<file path="src/rtl/sra_pkg.sv">
// Purpose: Constants and types for the alignment event logic.
// Assumes: One 20 MHz clock, classic Wishbone register access.
// Notes: Register offsets are byte addresses of 32-bit words.
// Overview of operation
// - Sample the alignment input on every rising clock edge; detect events there.
// - An event is a rising sampled input or a 0-to-1 software bit change.
// - Events come from the pin or a software register bit, selectable.
// - Every event, first included, resets the interleave clock divider.
// - Count events; oscillator phase and multiframe counter reset from the third on.
// - Events align the multiframe boundary and reset filters and timing blocks.
// - Frame and multiframe clocks derive from the device clock and events.
// - A programmable delay sits on the alignment input path for skew.
// - Divider mask blocks events from the clock divider.
// - Oscillator-link mask blocks events from oscillator and link block.
package sra_pkg;
  localparam logic [3:0] SRA_ADDR_CTRL = 4'h0;
  localparam logic [3:0] SRA_ADDR_DELAY = 4'h4;
  localparam logic [3:0] SRA_ADDR_FRAME = 4'h8;
  localparam logic [3:0] SRA_ADDR_STATUS = 4'hc;
  // Control register fields
  localparam int SRA_CTRL_SW_BIT = 0;
  localparam int SRA_CTRL_SRC_SW = 1;
  localparam int SRA_CTRL_DIV_MASK = 2;
  localparam int SRA_CTRL_OSC_MASK = 3;
  localparam int SRA_CTRL_CNT_CLR = 4;
  localparam int SRA_DELAY_W = 4;
  localparam int SRA_DELAY_TAPS = 16;
  localparam int SRA_CNT_W = 8;
  localparam int SRA_DIV_W = 2;
  localparam int SRA_FRAME_W = 4;
  localparam int SRA_MF_W = 5;
  localparam logic [SRA_CNT_W-1:0] SRA_FIRST_LATE_EVENT = 8'h03;
  localparam logic [4:0] SRA_CTRL_RESET = 5'h00;
  localparam logic [SRA_DELAY_W-1:0] SRA_DELAY_RESET = 4'h0;
  localparam logic [SRA_FRAME_W-1:0] SRA_FRAME_LEN_RESET = 4'h3;
  localparam logic [SRA_MF_W-1:0] SRA_MF_LEN_RESET = 5'h0f;

  typedef struct packed {
    logic cyc;
    logic stb;
    logic we;
    logic [3:0] sel;
    logic [3:0] adr;
    logic [31:0] dat;
  } sra_wb_req_type;

  typedef struct packed {
    logic divider_reset;
    logic oscillator_reset;
    logic multiframe_reset;
    logic filter_reset;
  } sra_resets_type;
endpackage : sra_pkg

</file>
<file path="src/rtl/sra_align.sv">
// Purpose: Alignment event detection, counting, masking and local clock generation.
// Assumes: Pin input synchronous to clock; Wishbone classic slave, one wait cycle.
// Notes: Unmapped addresses are acked and read as zero; writes there are dropped.
// Notes: The event count saturates at its top value; an event beats a clear in one cycle.
//
// The placing of the registers and the Wishbone slave port were chosen for this implementation.
`timescale 1ns/1ns
module sra_align (
  input wire logic clock,
  input wire logic rst_b,
  input wire logic align_pin,
  input wire logic link_sync_request_input,
  input wire sra_pkg::sra_wb_req_type wb_req,
  output logic [31:0] wb_dat_o,
  output logic wb_ack_o,
  output sra_pkg::sra_resets_type resets,
  output logic local_frame_tick,
  output logic local_multiframe_tick,
  output logic link_sync_active
);
  typedef enum logic [1:0] {SRA_IDLE, SRA_ACK} sra_bus_state_type;

  sra_bus_state_type bus_q, bus_d;
  logic [4:0] ctrl_q, ctrl_d;
  logic [sra_pkg::SRA_DELAY_W-1:0] delay_q, delay_d;
  logic [sra_pkg::SRA_FRAME_W-1:0] frame_len_q, frame_len_d;
  logic [sra_pkg::SRA_MF_W-1:0] mf_len_q, mf_len_d;
  logic [31:0] rdat_q, rdat_d;
  logic [sra_pkg::SRA_DELAY_TAPS-1:0] tap_q;
  logic sampled_q, prev_pin_q, prev_sw_q;
  logic [sra_pkg::SRA_CNT_W-1:0] count_q, count_d;
  sra_pkg::sra_resets_type resets_q, resets_d;
  logic [sra_pkg::SRA_DIV_W-1:0] div_q, div_d;
  logic [sra_pkg::SRA_FRAME_W-1:0] frame_q, frame_d;
  logic [sra_pkg::SRA_MF_W-1:0] mf_q, mf_d;
  logic ftick_q, ftick_d, mtick_q, mtick_d, sync_q;
  logic pin_event, sw_event, align_event, late_event, access, wr_en;

  // Delay line: each tap is one clock of delay on the pin path
  logic [sra_pkg::SRA_DELAY_TAPS-1:0] tap_d;
  genvar t;
  generate
    for (t = 0; t < sra_pkg::SRA_DELAY_TAPS; t = t + 1) begin : g_tap
      if (t == 0) begin : g_head
        assign tap_d[t] = align_pin;
      end else begin : g_link
        assign tap_d[t] = tap_q[t-1];
      end
    end
  endgenerate

  always_ff @(posedge clock or negedge rst_b) begin
    if (!rst_b) begin
      tap_q <= '0;
    end else begin
      tap_q <= tap_d;
    end
  end

  assign access = wb_req.cyc && wb_req.stb && (bus_q == SRA_IDLE);
  assign wr_en = access && wb_req.we && wb_req.sel[0];

  // Register file decode; one wait state before the ack
  always_comb begin
    bus_d = bus_q;
    ctrl_d = ctrl_q;
    delay_d = delay_q;
    frame_len_d = frame_len_q;
    mf_len_d = mf_len_q;
    rdat_d = rdat_q;
    // Count clear is self clearing
    ctrl_d[sra_pkg::SRA_CTRL_CNT_CLR] = 1'b0;
    case (bus_q)
      SRA_IDLE: begin
        if (access) begin
          bus_d = SRA_ACK;
          rdat_d = 32'h0000_0000;
          case (wb_req.adr)
            sra_pkg::SRA_ADDR_CTRL: begin
              rdat_d[4:0] = ctrl_q;
              if (wr_en) begin
                ctrl_d = wb_req.dat[4:0];
              end
            end
            sra_pkg::SRA_ADDR_DELAY: begin
              rdat_d[sra_pkg::SRA_DELAY_W-1:0] = delay_q;
              if (wr_en) begin
                delay_d = wb_req.dat[sra_pkg::SRA_DELAY_W-1:0];
              end
            end
            sra_pkg::SRA_ADDR_FRAME: begin
              rdat_d[sra_pkg::SRA_FRAME_W-1:0] = frame_len_q;
              rdat_d[8 +: sra_pkg::SRA_MF_W] = mf_len_q;
              if (wr_en) begin
                frame_len_d = wb_req.dat[sra_pkg::SRA_FRAME_W-1:0];
              end
              if (wr_en && wb_req.sel[1]) begin
                mf_len_d = wb_req.dat[8 +: sra_pkg::SRA_MF_W];
              end
            end
            sra_pkg::SRA_ADDR_STATUS: begin
              rdat_d[sra_pkg::SRA_CNT_W-1:0] = count_q;
              rdat_d[8] = sampled_q;
              rdat_d[9] = sync_q;
              rdat_d[10 +: sra_pkg::SRA_DIV_W] = div_q;
            end
            default: begin
              rdat_d = 32'h0000_0000;
            end
          endcase
        end
      end
      SRA_ACK: begin
        bus_d = SRA_IDLE;
      end
      default: begin
        bus_d = SRA_IDLE;
      end
    endcase
  end

  always_ff @(posedge clock or negedge rst_b) begin
    if (!rst_b) begin
      bus_q <= SRA_IDLE;
      ctrl_q <= sra_pkg::SRA_CTRL_RESET;
      delay_q <= sra_pkg::SRA_DELAY_RESET;
      frame_len_q <= sra_pkg::SRA_FRAME_LEN_RESET;
      mf_len_q <= sra_pkg::SRA_MF_LEN_RESET;
      rdat_q <= 32'h0000_0000;
    end else begin
      bus_q <= bus_d;
      ctrl_q <= ctrl_d;
      delay_q <= delay_d;
      frame_len_q <= frame_len_d;
      mf_len_q <= mf_len_d;
      rdat_q <= rdat_d;
    end
  end

  // Ack comes straight from the state register, so it never glitches
  assign wb_ack_o = (bus_q == SRA_ACK);
  assign wb_dat_o = rdat_q;

  // Tap select and edge history; both histories reset low like an idle pin
  logic sampled_d;
  logic prev_pin_d;
  logic prev_sw_d;
  always_comb begin
    sampled_d = tap_q[delay_q];
    prev_pin_d = sampled_q;
    prev_sw_d = ctrl_q[sra_pkg::SRA_CTRL_SW_BIT];
  end

  always_ff @(posedge clock or negedge rst_b) begin
    if (!rst_b) begin
      sampled_q <= 1'b0;
      prev_pin_q <= 1'b0;
      prev_sw_q <= 1'b0;
    end else begin
      sampled_q <= sampled_d;
      prev_pin_q <= prev_pin_d;
      prev_sw_q <= prev_sw_d;
    end
  end

  // Edge detection on the delayed pin and on the software bit
  // Only the selected source can raise an event
  assign pin_event = sampled_q && !prev_pin_q;
  assign sw_event = ctrl_q[sra_pkg::SRA_CTRL_SW_BIT] && !prev_sw_q;
  assign align_event = ctrl_q[sra_pkg::SRA_CTRL_SRC_SW] ? sw_event : pin_event;

  // Counter saturates so a long pulse train never wraps back below three
  logic count_full;
  logic count_clear;
  assign count_full = (count_q == {sra_pkg::SRA_CNT_W{1'b1}});
  assign count_clear = ctrl_q[sra_pkg::SRA_CTRL_CNT_CLR];

  always_comb begin
    count_d = count_q;
    if (align_event) begin
      if (!count_full) begin
        count_d = count_q + 8'h01;
      end
    end else if (count_clear) begin
      count_d = 8'h00;
    end
  end

  always_ff @(posedge clock or negedge rst_b) begin
    if (!rst_b) begin
      count_q <= 8'h00;
    end else begin
      count_q <= count_d;
    end
  end

  // Late events need the count including this event, hence count_d
  assign late_event = align_event && (count_d >= sra_pkg::SRA_FIRST_LATE_EVENT);

  // Filters follow every event; only divider and oscillator-link paths are maskable
  always_comb begin
    resets_d = '0;
    resets_d.divider_reset = align_event && !ctrl_q[sra_pkg::SRA_CTRL_DIV_MASK];
    resets_d.oscillator_reset = late_event && !ctrl_q[sra_pkg::SRA_CTRL_OSC_MASK];
    resets_d.multiframe_reset = late_event && !ctrl_q[sra_pkg::SRA_CTRL_OSC_MASK];
    resets_d.filter_reset = align_event;
  end

  always_ff @(posedge clock or negedge rst_b) begin
    if (!rst_b) begin
      resets_q <= '0;
    end else begin
      resets_q <= resets_d;
    end
  end

  // Divider phase restarts on every unmasked event
  always_comb begin
    if (resets_d.divider_reset) begin
      div_d = '0;
    end else begin
      div_d = div_q + 2'h1;
    end
  end

  always_ff @(posedge clock or negedge rst_b) begin
    if (!rst_b) begin
      div_q <= '0;
    end else begin
      div_q <= div_d;
    end
  end

  // Frame counter; a multiframe reset restarts it so the boundary lands on the event
  logic frame_wrap;
  assign frame_wrap = (frame_q == frame_len_q);

  always_comb begin
    frame_d = frame_q;
    ftick_d = 1'b0;
    if (resets_d.multiframe_reset) begin
      frame_d = '0;
    end else if (frame_wrap) begin
      frame_d = '0;
      ftick_d = 1'b1;
    end else begin
      frame_d = frame_q + 4'h1;
    end
  end

  always_ff @(posedge clock or negedge rst_b) begin
    if (!rst_b) begin
      frame_q <= '0;
      ftick_q <= 1'b0;
    end else begin
      frame_q <= frame_d;
      ftick_q <= ftick_d;
    end
  end

  // Multiframe counter advances once per frame wrap
  always_comb begin
    mf_d = mf_q;
    mtick_d = 1'b0;
    if (resets_d.multiframe_reset) begin
      mf_d = '0;
    end else if (frame_wrap) begin
      if (mf_q == mf_len_q) begin
        mf_d = '0;
        mtick_d = 1'b1;
      end else begin
        mf_d = mf_q + 5'h01;
      end
    end
  end

  always_ff @(posedge clock or negedge rst_b) begin
    if (!rst_b) begin
      mf_q <= '0;
      mtick_q <= 1'b0;
    end else begin
      mf_q <= mf_d;
      mtick_q <= mtick_d;
    end
  end

  // Link sync request is active low; mirrored one clock late
  logic sync_d;
  always_comb begin
    sync_d = !link_sync_request_input;
  end

  always_ff @(posedge clock or negedge rst_b) begin
    if (!rst_b) begin
      sync_q <= 1'b0;
    end else begin
      sync_q <= sync_d;
    end
  end

  assign resets = resets_q;
  assign local_frame_tick = ftick_q;
  assign local_multiframe_tick = mtick_q;
  assign link_sync_active = sync_q;
endmodule : sra_align

</file>
<file path="config.mk">
export PLATFORM = sky130hd
export DESIGN_NAME = sra_align
export DESIGN_NICKNAME = d
export VERILOG_FILES = /design/src/rtl/sra_pkg.sv /design/src/rtl/sra_align.sv
export SDC_FILE = /design/constraint.sdc
export NUM_CORES = 1
export LEC_CHECK = 0
export ABC_AREA = 1
export BUFFER_PORTS_ARGS = -buffer_cell sky130_fd_sc_hd__buf_2
export CAP_MARGIN = 20
export CORE_ASPECT_RATIO = 1.25
export CORE_UTILIZATION = 45
export CTS_BUF_LIST = sky130_fd_sc_hd__clkbuf_2 sky130_fd_sc_hd__clkbuf_4 sky130_fd_sc_hd__clkbuf_8
export DETAILED_ROUTE_END_ITERATION = 7
export PLACE_DENSITY = 0.82
export SLEW_MARGIN = 40
export SYNTH_ARGS = -nofsm -noshare
export SYNTH_HDL_FRONTEND = slang
export SYNTH_SLANG_ARGS = --single-unit
</file>
<file path="constraint.sdc">
create_clock -name clock -period 1.55 [get_ports clock]
set_input_delay 0.155 -clock clock [delete_from_list [all_inputs] [get_ports clock]]
set_output_delay 0.155 -clock clock [all_outputs]
set_load 0.01 [all_outputs]
</file>
==> results of run 1 <==
==> kinds of logic (layout without fill, tap and decap cells) <==
| group | Yosys count | count (layout) |
|---|---|---|
| and+or+nand+nor | 187 | 188 |
| DFF | 76 | 76 |
| buffers and inverters | 71 | 141 |
| AOI/OAI and AO/OA | 45 | 45 |
| xor gates and xnor gates | 12 | 12 |
| muxes | 9 | 9 |
| adders and majority gates | 3 | 3 |
| other | 1 | 19 |
==> metal layers <==
| metal | wire length, um | part of all wire, % |
|---|---|---|
| met5 | 0 | 0 |
| met3 | 364 | 4.5 |
| met2 | 4060 | 51 |
| met1 | 3280 | 41 |
| met4 | 316 | 3.9 |
==> Yosys cell counts (4+ instances only) <==
cell	number	share of area, %
clkbuf_1	4	0.42
nand2_1	95	9.9
o31ai_1	5	1.0
nor2_2	5	0.87
xnor2_1	6	1.5
o21ai_0	20	2.8
dfstp_2	6	4.4
a21oi_1	9	1.2
inv_1	44	4.6
nand3_1	29	4.0
nor2_1	37	3.9
buf_4	21	4.4
xor2_1	6	1.5
a31oi_1	5	0.87
dfrtp_1	70	49
nand2_2	4	0.69
nor3_1	5	0.69
mux2_2	5	1.6
mux2i_1	4	1.1
==> timing repair <==
| item | CTS | global route |
|---|---|---|
| gates cloned | 1 | 0 |
| hold buffers | 3 | 0 |
| pin swaps | 5 | 8 |
| setup endpoints to repair | 12 | 14 |
| hold endpoints to repair | 18 | 0 |
| buffers inserted | 1 | 0 |
| gates resized for setup | 9 | 20 |
==> final cells by class <==
cell class | instances | share of cell area [%]
clock buffers | 12 | 3.57
clock inverters | 4 | 0.562
inverters | 44 | 3.77
multi-input cells | 276 | 34.3
flip-flops and latches | 76 | 42.9
well taps | 95 | 2.67
repair buffers | 81 | 12.3
==> stage by stage <==
stage	setup WS, ps	cell area (um2)	cells
final	-308	4450	588
after global routing	-559	4450	588
after CTS	-227	4390	588
after detailed placement	-313	4110	567
after global placement	-251	4110	567
after floorplan	-111	3680	422
==> power breakdown <==
part           internal [mW]  switching (mW)
Sequential              2.28           0.287
Combinational          0.920            1.16
Clock                  0.681           0.687
==> critical path, stage by stage (launching register included) <==
cell and delay, ps:
dfrtp_1 420, ha_4 200, buf_4 140, xnor2_2 160
a21oi_1 110, nor2_2 110, nand2_1 80, nor2_2 100
nand2_2 120, nand2_4 160, nand2_2 80, nor2_1 110
==> registers in the layout, summed over array words and instances (netlist names), 2 cells and up <==
name         count
tap_q           16
wb_dat_o        13
count_q          8
ctrl_q           5
mf_len_q         5
mf_q             5
delay_q          4
frame_len_q      4
frame_q          4
resets           3
div_q            2
==> final timing paths <==
check	startpoint	to	slack (ps)	cells after the start
max in group asynchronous	rst_b	mf_len_q[1]$_DFFE_PN1P_	650	3
min	wb_req[8]	mf_len_q[0]$_DFFE_PN1P_	50	2
min reg2reg	tap_q[7]$_DFF_PN0_	tap_q[8]$_DFF_PN0_	380	0
min in group asynchronous	rst_b	resets[0]$_DFF_PN0_	340	2
max reg2reg	count_q[1]$_DFF_PN0_	frame_q[2]$_DFF_PN0_	-310	11
max	count_q[1]$_DFF_PN0_	frame_q[2]$_DFF_PN0_	-310	11
==> layout by cell type, fill, tap and decap left out, types with 9 or more instances in the layout <==
master,instances
nand3_1,24
nor2_2,10
conb_1,19
inv_1,43
nor2_1,31
nand2_2,11
buf_2,43
dfrtp_1,70
clkbuf_8,11
o21ai_0,20
nand2_1,85
buf_4,32
a21oi_1,9
==> metrics.txt, run 1 <==
clk_lat worst skew 340 ps; WP data required 1820 ps; simple-gate portion of the synthesized area 22.9%; main combinational cell family by area after synthesis simple AND/OR/NAND/NOR gates; leakage 2.25 nW; Layout fillers 681; Yosys Warn Count 0; met1 Track Usage GR 23.7%; Vias 2981; Final setup viols 12; Synth Area in XOR/XNOR 2.91%; CP endpoint kind flip-flop; vias in the first global route 2899; layout cells sized above 1 29.6%; H-tree Lvls 3; Adder-Cell Fraction of Synth Area 1.04%; failing checks negative setup slack; DIE WIDTH 82.1 um; EDFF count, synth 0; GRT overflow 0; routability cong. 0.921; asr flop ratio synth 100%; clock-pin slew on the worst setup and hold paths 80 ps; Max Slew Vio Count 0; first-pass GRT wire length 13.0 mm; post-layout util 57.1%; critical path arrival 2130 ps; Max Cap Violations 0; Rows 36; final worst slack -308 ps; Netlist cell types 35; mux share of post-synthesis cell area 2.67%; Tot Pwr 6.02 mW; Area growth syn-to-layout 23.4%; critical path class flip-flop to flip-flop; initial antenna violation count 0; CTS max path bufs 2; IO buf count 43; # diodes 0; synthesized area 3610 um2; die area 8380 um2; unrepaired setup endpoints after global routing true; Final Critical Period 1860 ps; Initial DRT Pass Iterations 4; Power Density 1350 nW/um2; fin crit share 120%; DRC violations left 0; vias per cell 5.07; clock root buffer clkbuf_8; Total Routing Usage GR 20.8%; Seq. cell area 1910 um2; clk_skew 9.16 ps; CP startpoint kind flip-flop; post-route setup TNS -3210 ps; outcome complete, but fails checks; M2 GR Usage 34.6%; Fin Hold WS 45.4 ps; largest net degree at the start of global routing 22; GRT Max-Usage Layer met2; Slew @ Worst Pin 549 ps; worst vdd ir 996 uV; Core Region 7790 um2; Hold Vio Cnt, Final 0; fmax 538 MHz; Relative slew margins 63.4%; GR Util met3 5.36%; Inserted Clock Buffers 9; nets@finish 538; num ports 87; Multi-input gate area 1530 um2; Synth Area in Compound Gates 7.32%; post-route ant nets 0; cells after synthesis 404; initial DRC count 123; Hold Crit Class primary input to flip-flop; syn_area_per_cell 8.93 um2; WL/cell 13.6 um; HPWL after DPL 5.82 mm; Sink Count 76; final wirelength 8.02 mm; register area share after synthesis 52.9%; Most used DFF post-synth dfrtp_1; Initial Utilization 46.3%; CTS tree built; maximum net fanout on the critical path 6; Synth Register Bits 76; Vert. Die Dim 102 um
Power figures use the tool's default switching activity.
==> run 2: changes to the inputs <==
--- a/config.mk
+++ b/config.mk
@@ -13,6 +13,7 @@
 export CTS_BUF_LIST = sky130_fd_sc_hd__clkbuf_2 sky130_fd_sc_hd__clkbuf_4 sky130_fd_sc_hd__clkbuf_8
 export DETAILED_ROUTE_END_ITERATION = 7
 export PLACE_DENSITY = 0.82
+export SETUP_SLACK_MARGIN = 0.05
 export SLEW_MARGIN = 40
 export SYNTH_ARGS = -nofsm -noshare
 export SYNTH_HDL_FRONTEND = slang
==> run 2 against run 1 <==
Compared with the run above:
- the flow still finishes with violations (negative setup slack)
- clock skew fell by 4.0 ps
- first-iteration DRC count grew 4.1%
- die area unchanged
- sequential power about the same
- critical endpoint is now mf_q[3]$_DFFE_PN0P_
- largest cell class unchanged
==> metrics.txt, run 2 (synthesis results as in run 1) <==
outcome complete, but fails checks; failing checks negative setup slack; RR Startpoint count_q[1]$_DFF_PN0_; clk_lat worst skew 350 ps; unrepaired setup endpoints after global routing true; fmax 558 MHz; clock-pin slew on the worst setup and hold paths 70 ps; H-tree Lvls 3; # diodes 0; Initial DRT Pass Iterations 4; critical path class flip-flop to flip-flop; initial DRC count 128; most common cell after layout, fill and taps aside nand2_1; Largest register FFs 16; largest net degree at the start of global routing 77; worst vdd ir 855 uV; CP startpoint kind flip-flop; HP Start wb_req[8]; GRT overflow 0; fin crit share 116%; first-pass GRT wire length 12.7 mm; Max Cap Violations 0; Total Routing Usage GR 20.4%; leakage 2.26 nW; Multi-input gate area 1530 um2; initial antenna violation count 0; Seq. cell area 1910 um2; routability cong. 0.866; DIE WIDTH 82.1 um; CTS tree built; clock root buffer clkbuf_8; Final Critical Period 1790 ps; Vias 2952; Sink Count 76; Area growth syn-to-layout 24.8%; Hold Vio Cnt, Final 0; Place WS -302 ps; Hold Crit Class primary input to flip-flop; HPWL after DPL 5.49 mm; CTS max path bufs 2; final wirelength 7.92 mm; final worst slack -243 ps; Initial Utilization 46.3%; Max Slew Vio Count 0; Top reg by flops tap_q; Layout fillers 652; maximum net fanout on the critical path 6; num ports 87; post-layout util 57.8%; WL/cell 13.4 um; Power Density 1360 nW/um2; CP Launch Point count_q[1]$_DFF_PN0_; vias per cell 4.98; critical path arrival 2030 ps; Vert. Die Dim 102 um; nets@finish 543; vias in the first global route 2821; clk_skew 5.17 ps; Core Region 7790 um2; post-route ant nets 0; DRC violations left 0; Inserted Clock Buffers 9; Final setup viols 13; Rows 36; WP data required 1790 ps; die area 8380 um2; CP endpoint kind flip-flop; layout cells sized above 1 30.9%; most frequent cells in the layout nand2_1 (89), dfrtp_1 (69), buf_2 (43), inv_1 (41), buf_4 (35); IO buf count 43
-- run 2: cell type report --
class / count / share of cell area [%]
inverters: 44 / 3.67
multi-input cells: 276 / 34.0
clock inverters: 6 / 1.42
repair buffers: 86 / 12.7
well taps: 95 / 2.64
clock buffers: 10 / 3.06
flip-flops and latches: 76 / 42.4
-- run 2: worst paths after layout --
kind                       depth (start not counted)  slack [ps]                      end
setup / recovery                                  14        -240      mf_q[3]$_DFFE_PN0P_
hold / removal                                     2          40  mf_len_q[0]$_DFFE_PN1P_
setup reg to reg                                  14        -240      mf_q[3]$_DFFE_PN0P_
hold reg to reg                                    0         370      tap_q[13]$_DFF_PN0_
max in group asynchronous                          3         830  mf_len_q[1]$_DFFE_PN1P_
min in group asynchronous                          3         360      resets[0]$_DFF_PN0_
-- run 2: metrics by stage --
stage / total power, mW / hold slack [ps] / std cells / cell area [um2] / setup TNS, ps
after floorplan: 3.67 / -141 / 422 / 3680 / -603
after global placement: 4.24 / 214 / 567 / 4090 / -2880
after detailed placement: 4.30 / 218 / 567 / 4090 / -3100
after CTS: 6.09 / 27.6 / 592 / 4430 / -2260
after global routing: 6.54 / 33.3 / 593 / 4500 / -4490
final: 6.14 / 42.5 / 593 / 4500 / -2680
-- run 2: worst max-delay path, stage by stage (launching register included) --
cell and delay, ps:
dfrtp_1 400, ha_4 200, nand2_4 70, nor2_4 130
nand2_4 90, nand2_2 60, nand2_1 50, nand2_1 60
nand2_1 60, nor2_1 130, nor2_2 50, nand2_2 110
nand2_2 120, nand3_1 110, nand2_1 60
-- run 2: repair_timing --
| action | CTS | global route |
|---|---|---|
| pin swaps | 4 | 8 |
| cloned | 1 | 0 |
| hold endpoints to repair | 72 | 0 |
| resized for setup | 18 | 18 |
| endpoints found under the setup margin | 12 | 21 |
| hold buffers | 3 | 0 |
| buffers inserted | 5 | 2 |
-- run 2: per-layer routing --
layer	GRT usage, %	wire [um]	up-vias	share of wire [%]
li1	-	-	1435	-
met4	10.7	284	0	3.6
met3	4.55	298	28	3.8
met5	0	0	-	0
met1	24.9	3380	1404	43
met2	33.4	3960	85	50
-- run 2: report_power, final --
group	leakage, nW	switching [mW]	internal (mW)
sequential	0.952	0.296	2.28
combinational	1.21	1.12	0.946
clock	0.0983	0.714	0.783
total	2.26	2.13	4.01
==> run 3: changes to the inputs <==
--- a/config.mk
+++ b/config.mk
@@ -9,10 +9,11 @@
 export BUFFER_PORTS_ARGS = -buffer_cell sky130_fd_sc_hd__buf_2
 export CAP_MARGIN = 20
 export CORE_ASPECT_RATIO = 1.25
-export CORE_UTILIZATION = 45
+export CORE_UTILIZATION = 50
 export CTS_BUF_LIST = sky130_fd_sc_hd__clkbuf_2 sky130_fd_sc_hd__clkbuf_4 sky130_fd_sc_hd__clkbuf_8
 export DETAILED_ROUTE_END_ITERATION = 7
-export PLACE_DENSITY = 0.82
+export HOLD_SLACK_MARGIN = 0.05
+export PLACE_DENSITY = 0.88
 export SETUP_SLACK_MARGIN = 0.05
 export SLEW_MARGIN = 40
 export SYNTH_ARGS = -nofsm -noshare
==> run 3 against run 2 <==
Compared with the run above:
- the run still ends with negative setup slack left
- clock power grew 4%
- combinational power grew 2%
- global-route usage grew 3.8 points
- wire length grew 12%
- worst hold slack gained 38 ps
- critical endpoint is now mf_q[4]$_DFFE_PN0P_
- largest cell class unchanged
- largest power group unchanged
- highest routed layer unchanged
==> metrics.txt, run 3 (synthesis results as in run 1) <==
Area growth syn-to-layout 26.3%; length in cells of the worst reg-to-reg path 14; maximum net fanout on the critical path 8; DRC violations left 0; Initial Utilization 51.7%; Reg2Reg Setup Slack -330 ps; critical path arrival 2180 ps; initial antenna violation count 0; Worst Hold Path Cells 2; Inserted Clock Buffers 9; Vias 3169; final worst slack -333 ps; H-tree Lvls 3; Largest register FFs 16; Tot Pwr 6.24 mW; Max Slew Vio Count 0; leakage 2.29 nW; CP endpoint kind flip-flop; fmax 531 MHz; Hold Vio Cnt, Final 0; clock-pin slew on the worst setup and hold paths 90 ps; RR Startpoint count_q[1]$_DFF_PN0_; num ports 87; Initial DRT Pass Iterations 5; HP Start wb_req[4]; Hold Crit Class primary input to flip-flop; WP data required 1850 ps; clock root buffer clkbuf_8; layout cells sized above 1 29.9%; largest net degree at the start of global routing 40; Max Cap Violations 0; clk_skew 16.8 ps; Sink Count 76; Power Density 1370 nW/um2; Slew @ Worst Pin 550 ps; routability cong. 0.931; vias per cell 5.35; clk_lat worst skew 360 ps; outcome complete, but fails checks; worst vdd ir 1020 uV; GRT overflow 0; Place WS -304 ps; Total Routing Usage GR 24.2%; # diodes 0; critical path class flip-flop to flip-flop; HPWL after DPL 5.94 mm; vias in the first global route 2999; CP startpoint kind flip-flop; die area 7560 um2; Vert. Die Dim 97.0 um; WL/cell 15.0 um; failing checks negative setup slack; initial DRC count 159; IO buf count 43; first-pass GRT wire length 14.0 mm; Top reg by flops tap_q; DIE WIDTH 78.0 um; Final setup viols 13; CTS max path bufs 2; Final Critical Period 1880 ps; final wirelength 8.86 mm; most common cell after layout, fill and taps aside nand2_1; FF-to-FF End mf_q[4]$_DFFE_PN0P_; fin crit share 122%; CTS tree built; Core Region 6980 um2; unrepaired setup endpoints after global routing true; Rows 34; nets@finish 547; Relative slew margins 63.3%; post-route ant nets 0; post-route setup TNS -3550 ps; post-layout util 65.3%; most frequent cells in the layout nand2_1 (90), dfrtp_1 (70), inv_1 (42), buf_2 (42), buf_4 (34); Hold Path End ctrl_q[4]$_DFF_PN0_
run 3: worst max-delay path: stages, from the launching register on:
cell and delay (ps):
dfrtp_1 410, ha_4 180, nand2_4 70, nor2_1 90, nand3_1 80, nand2_1 90
nor2_1 50, nor2_1 140, nand3_1 90, nor2_1 120, nand2_1 100, nand2_4 110
buf_12 130, nand3_1 80, nand2_1 60
run 3: routing by layer:
metal / GRT usage, % / wire, um
met5: 0 / 0
met4: 13.1 / 346
met2: 40.9 / 4620
met1: 28.3 / 3470
met3: 5.19 / 426
run 3: report_power, final:
part	internal [mW]	switching (mW)	total [mW]
clock	0.825	0.731	1.56
sequential	2.28	0.302	2.58
combinational	0.941	1.16	2.10
total	4.05	2.20	6.24
run 3: layout make-up:
class | count | area (um2)
Timing Repair Buffer | 90 | 641
Inverter | 44 | 169
Sequential cell | 76 | 1910
Clock buffer | 12 | 153
Clock inverter | 4 | 51.3
Fill cell | 534 | 2420
Multi-Input combinational cell | 275 | 1520
Timing Repair inverter | 1 | 5.00
Tap cell | 90 | 113
run 3: stage by stage:
step | hold WS [ps] | cells | area (um2)
floorplan | -141 | 422 | 3680
global route | 71.2 | 592 | 4560
global placement | 160 | 563 | 4100
detailed placement | 173 | 563 | 4100
CTS | 71.5 | 590 | 4480
finish | 80.1 | 592 | 4560
run 3: worst max-delay path by stage:
stage                              start                          to  cells past startpoint  slack (ps)
floorplan           count_q[0]$_DFF_PN0_         mf_q[4]$_DFFE_PN0P_                     15        -110
global placement    count_q[0]$_DFF_PN0_  local_frame_tick$_DFF_PN0_                     14        -170
detailed placement  count_q[1]$_DFF_PN0_  local_frame_tick$_DFF_PN0_                     12        -300
CTS                 count_q[1]$_DFF_PN0_         mf_q[2]$_DFFE_PN0P_                     13        -270
global route        count_q[1]$_DFF_PN0_         mf_q[4]$_DFFE_PN0P_                     13        -500
finish              count_q[1]$_DFF_PN0_         mf_q[4]$_DFFE_PN0P_                     14        -330
run 3: repair_timing:
item | 4_1_cts | 5_1_grt
hold buffers | 7 | 0
setup buffers | 4 | 1
endpoints found under the setup margin | 12 | 22
pin swaps | 7 | 8
hold endpoints to repair | 37 | 0
gates cloned | 0 | 1
resized for setup | 12 | 19
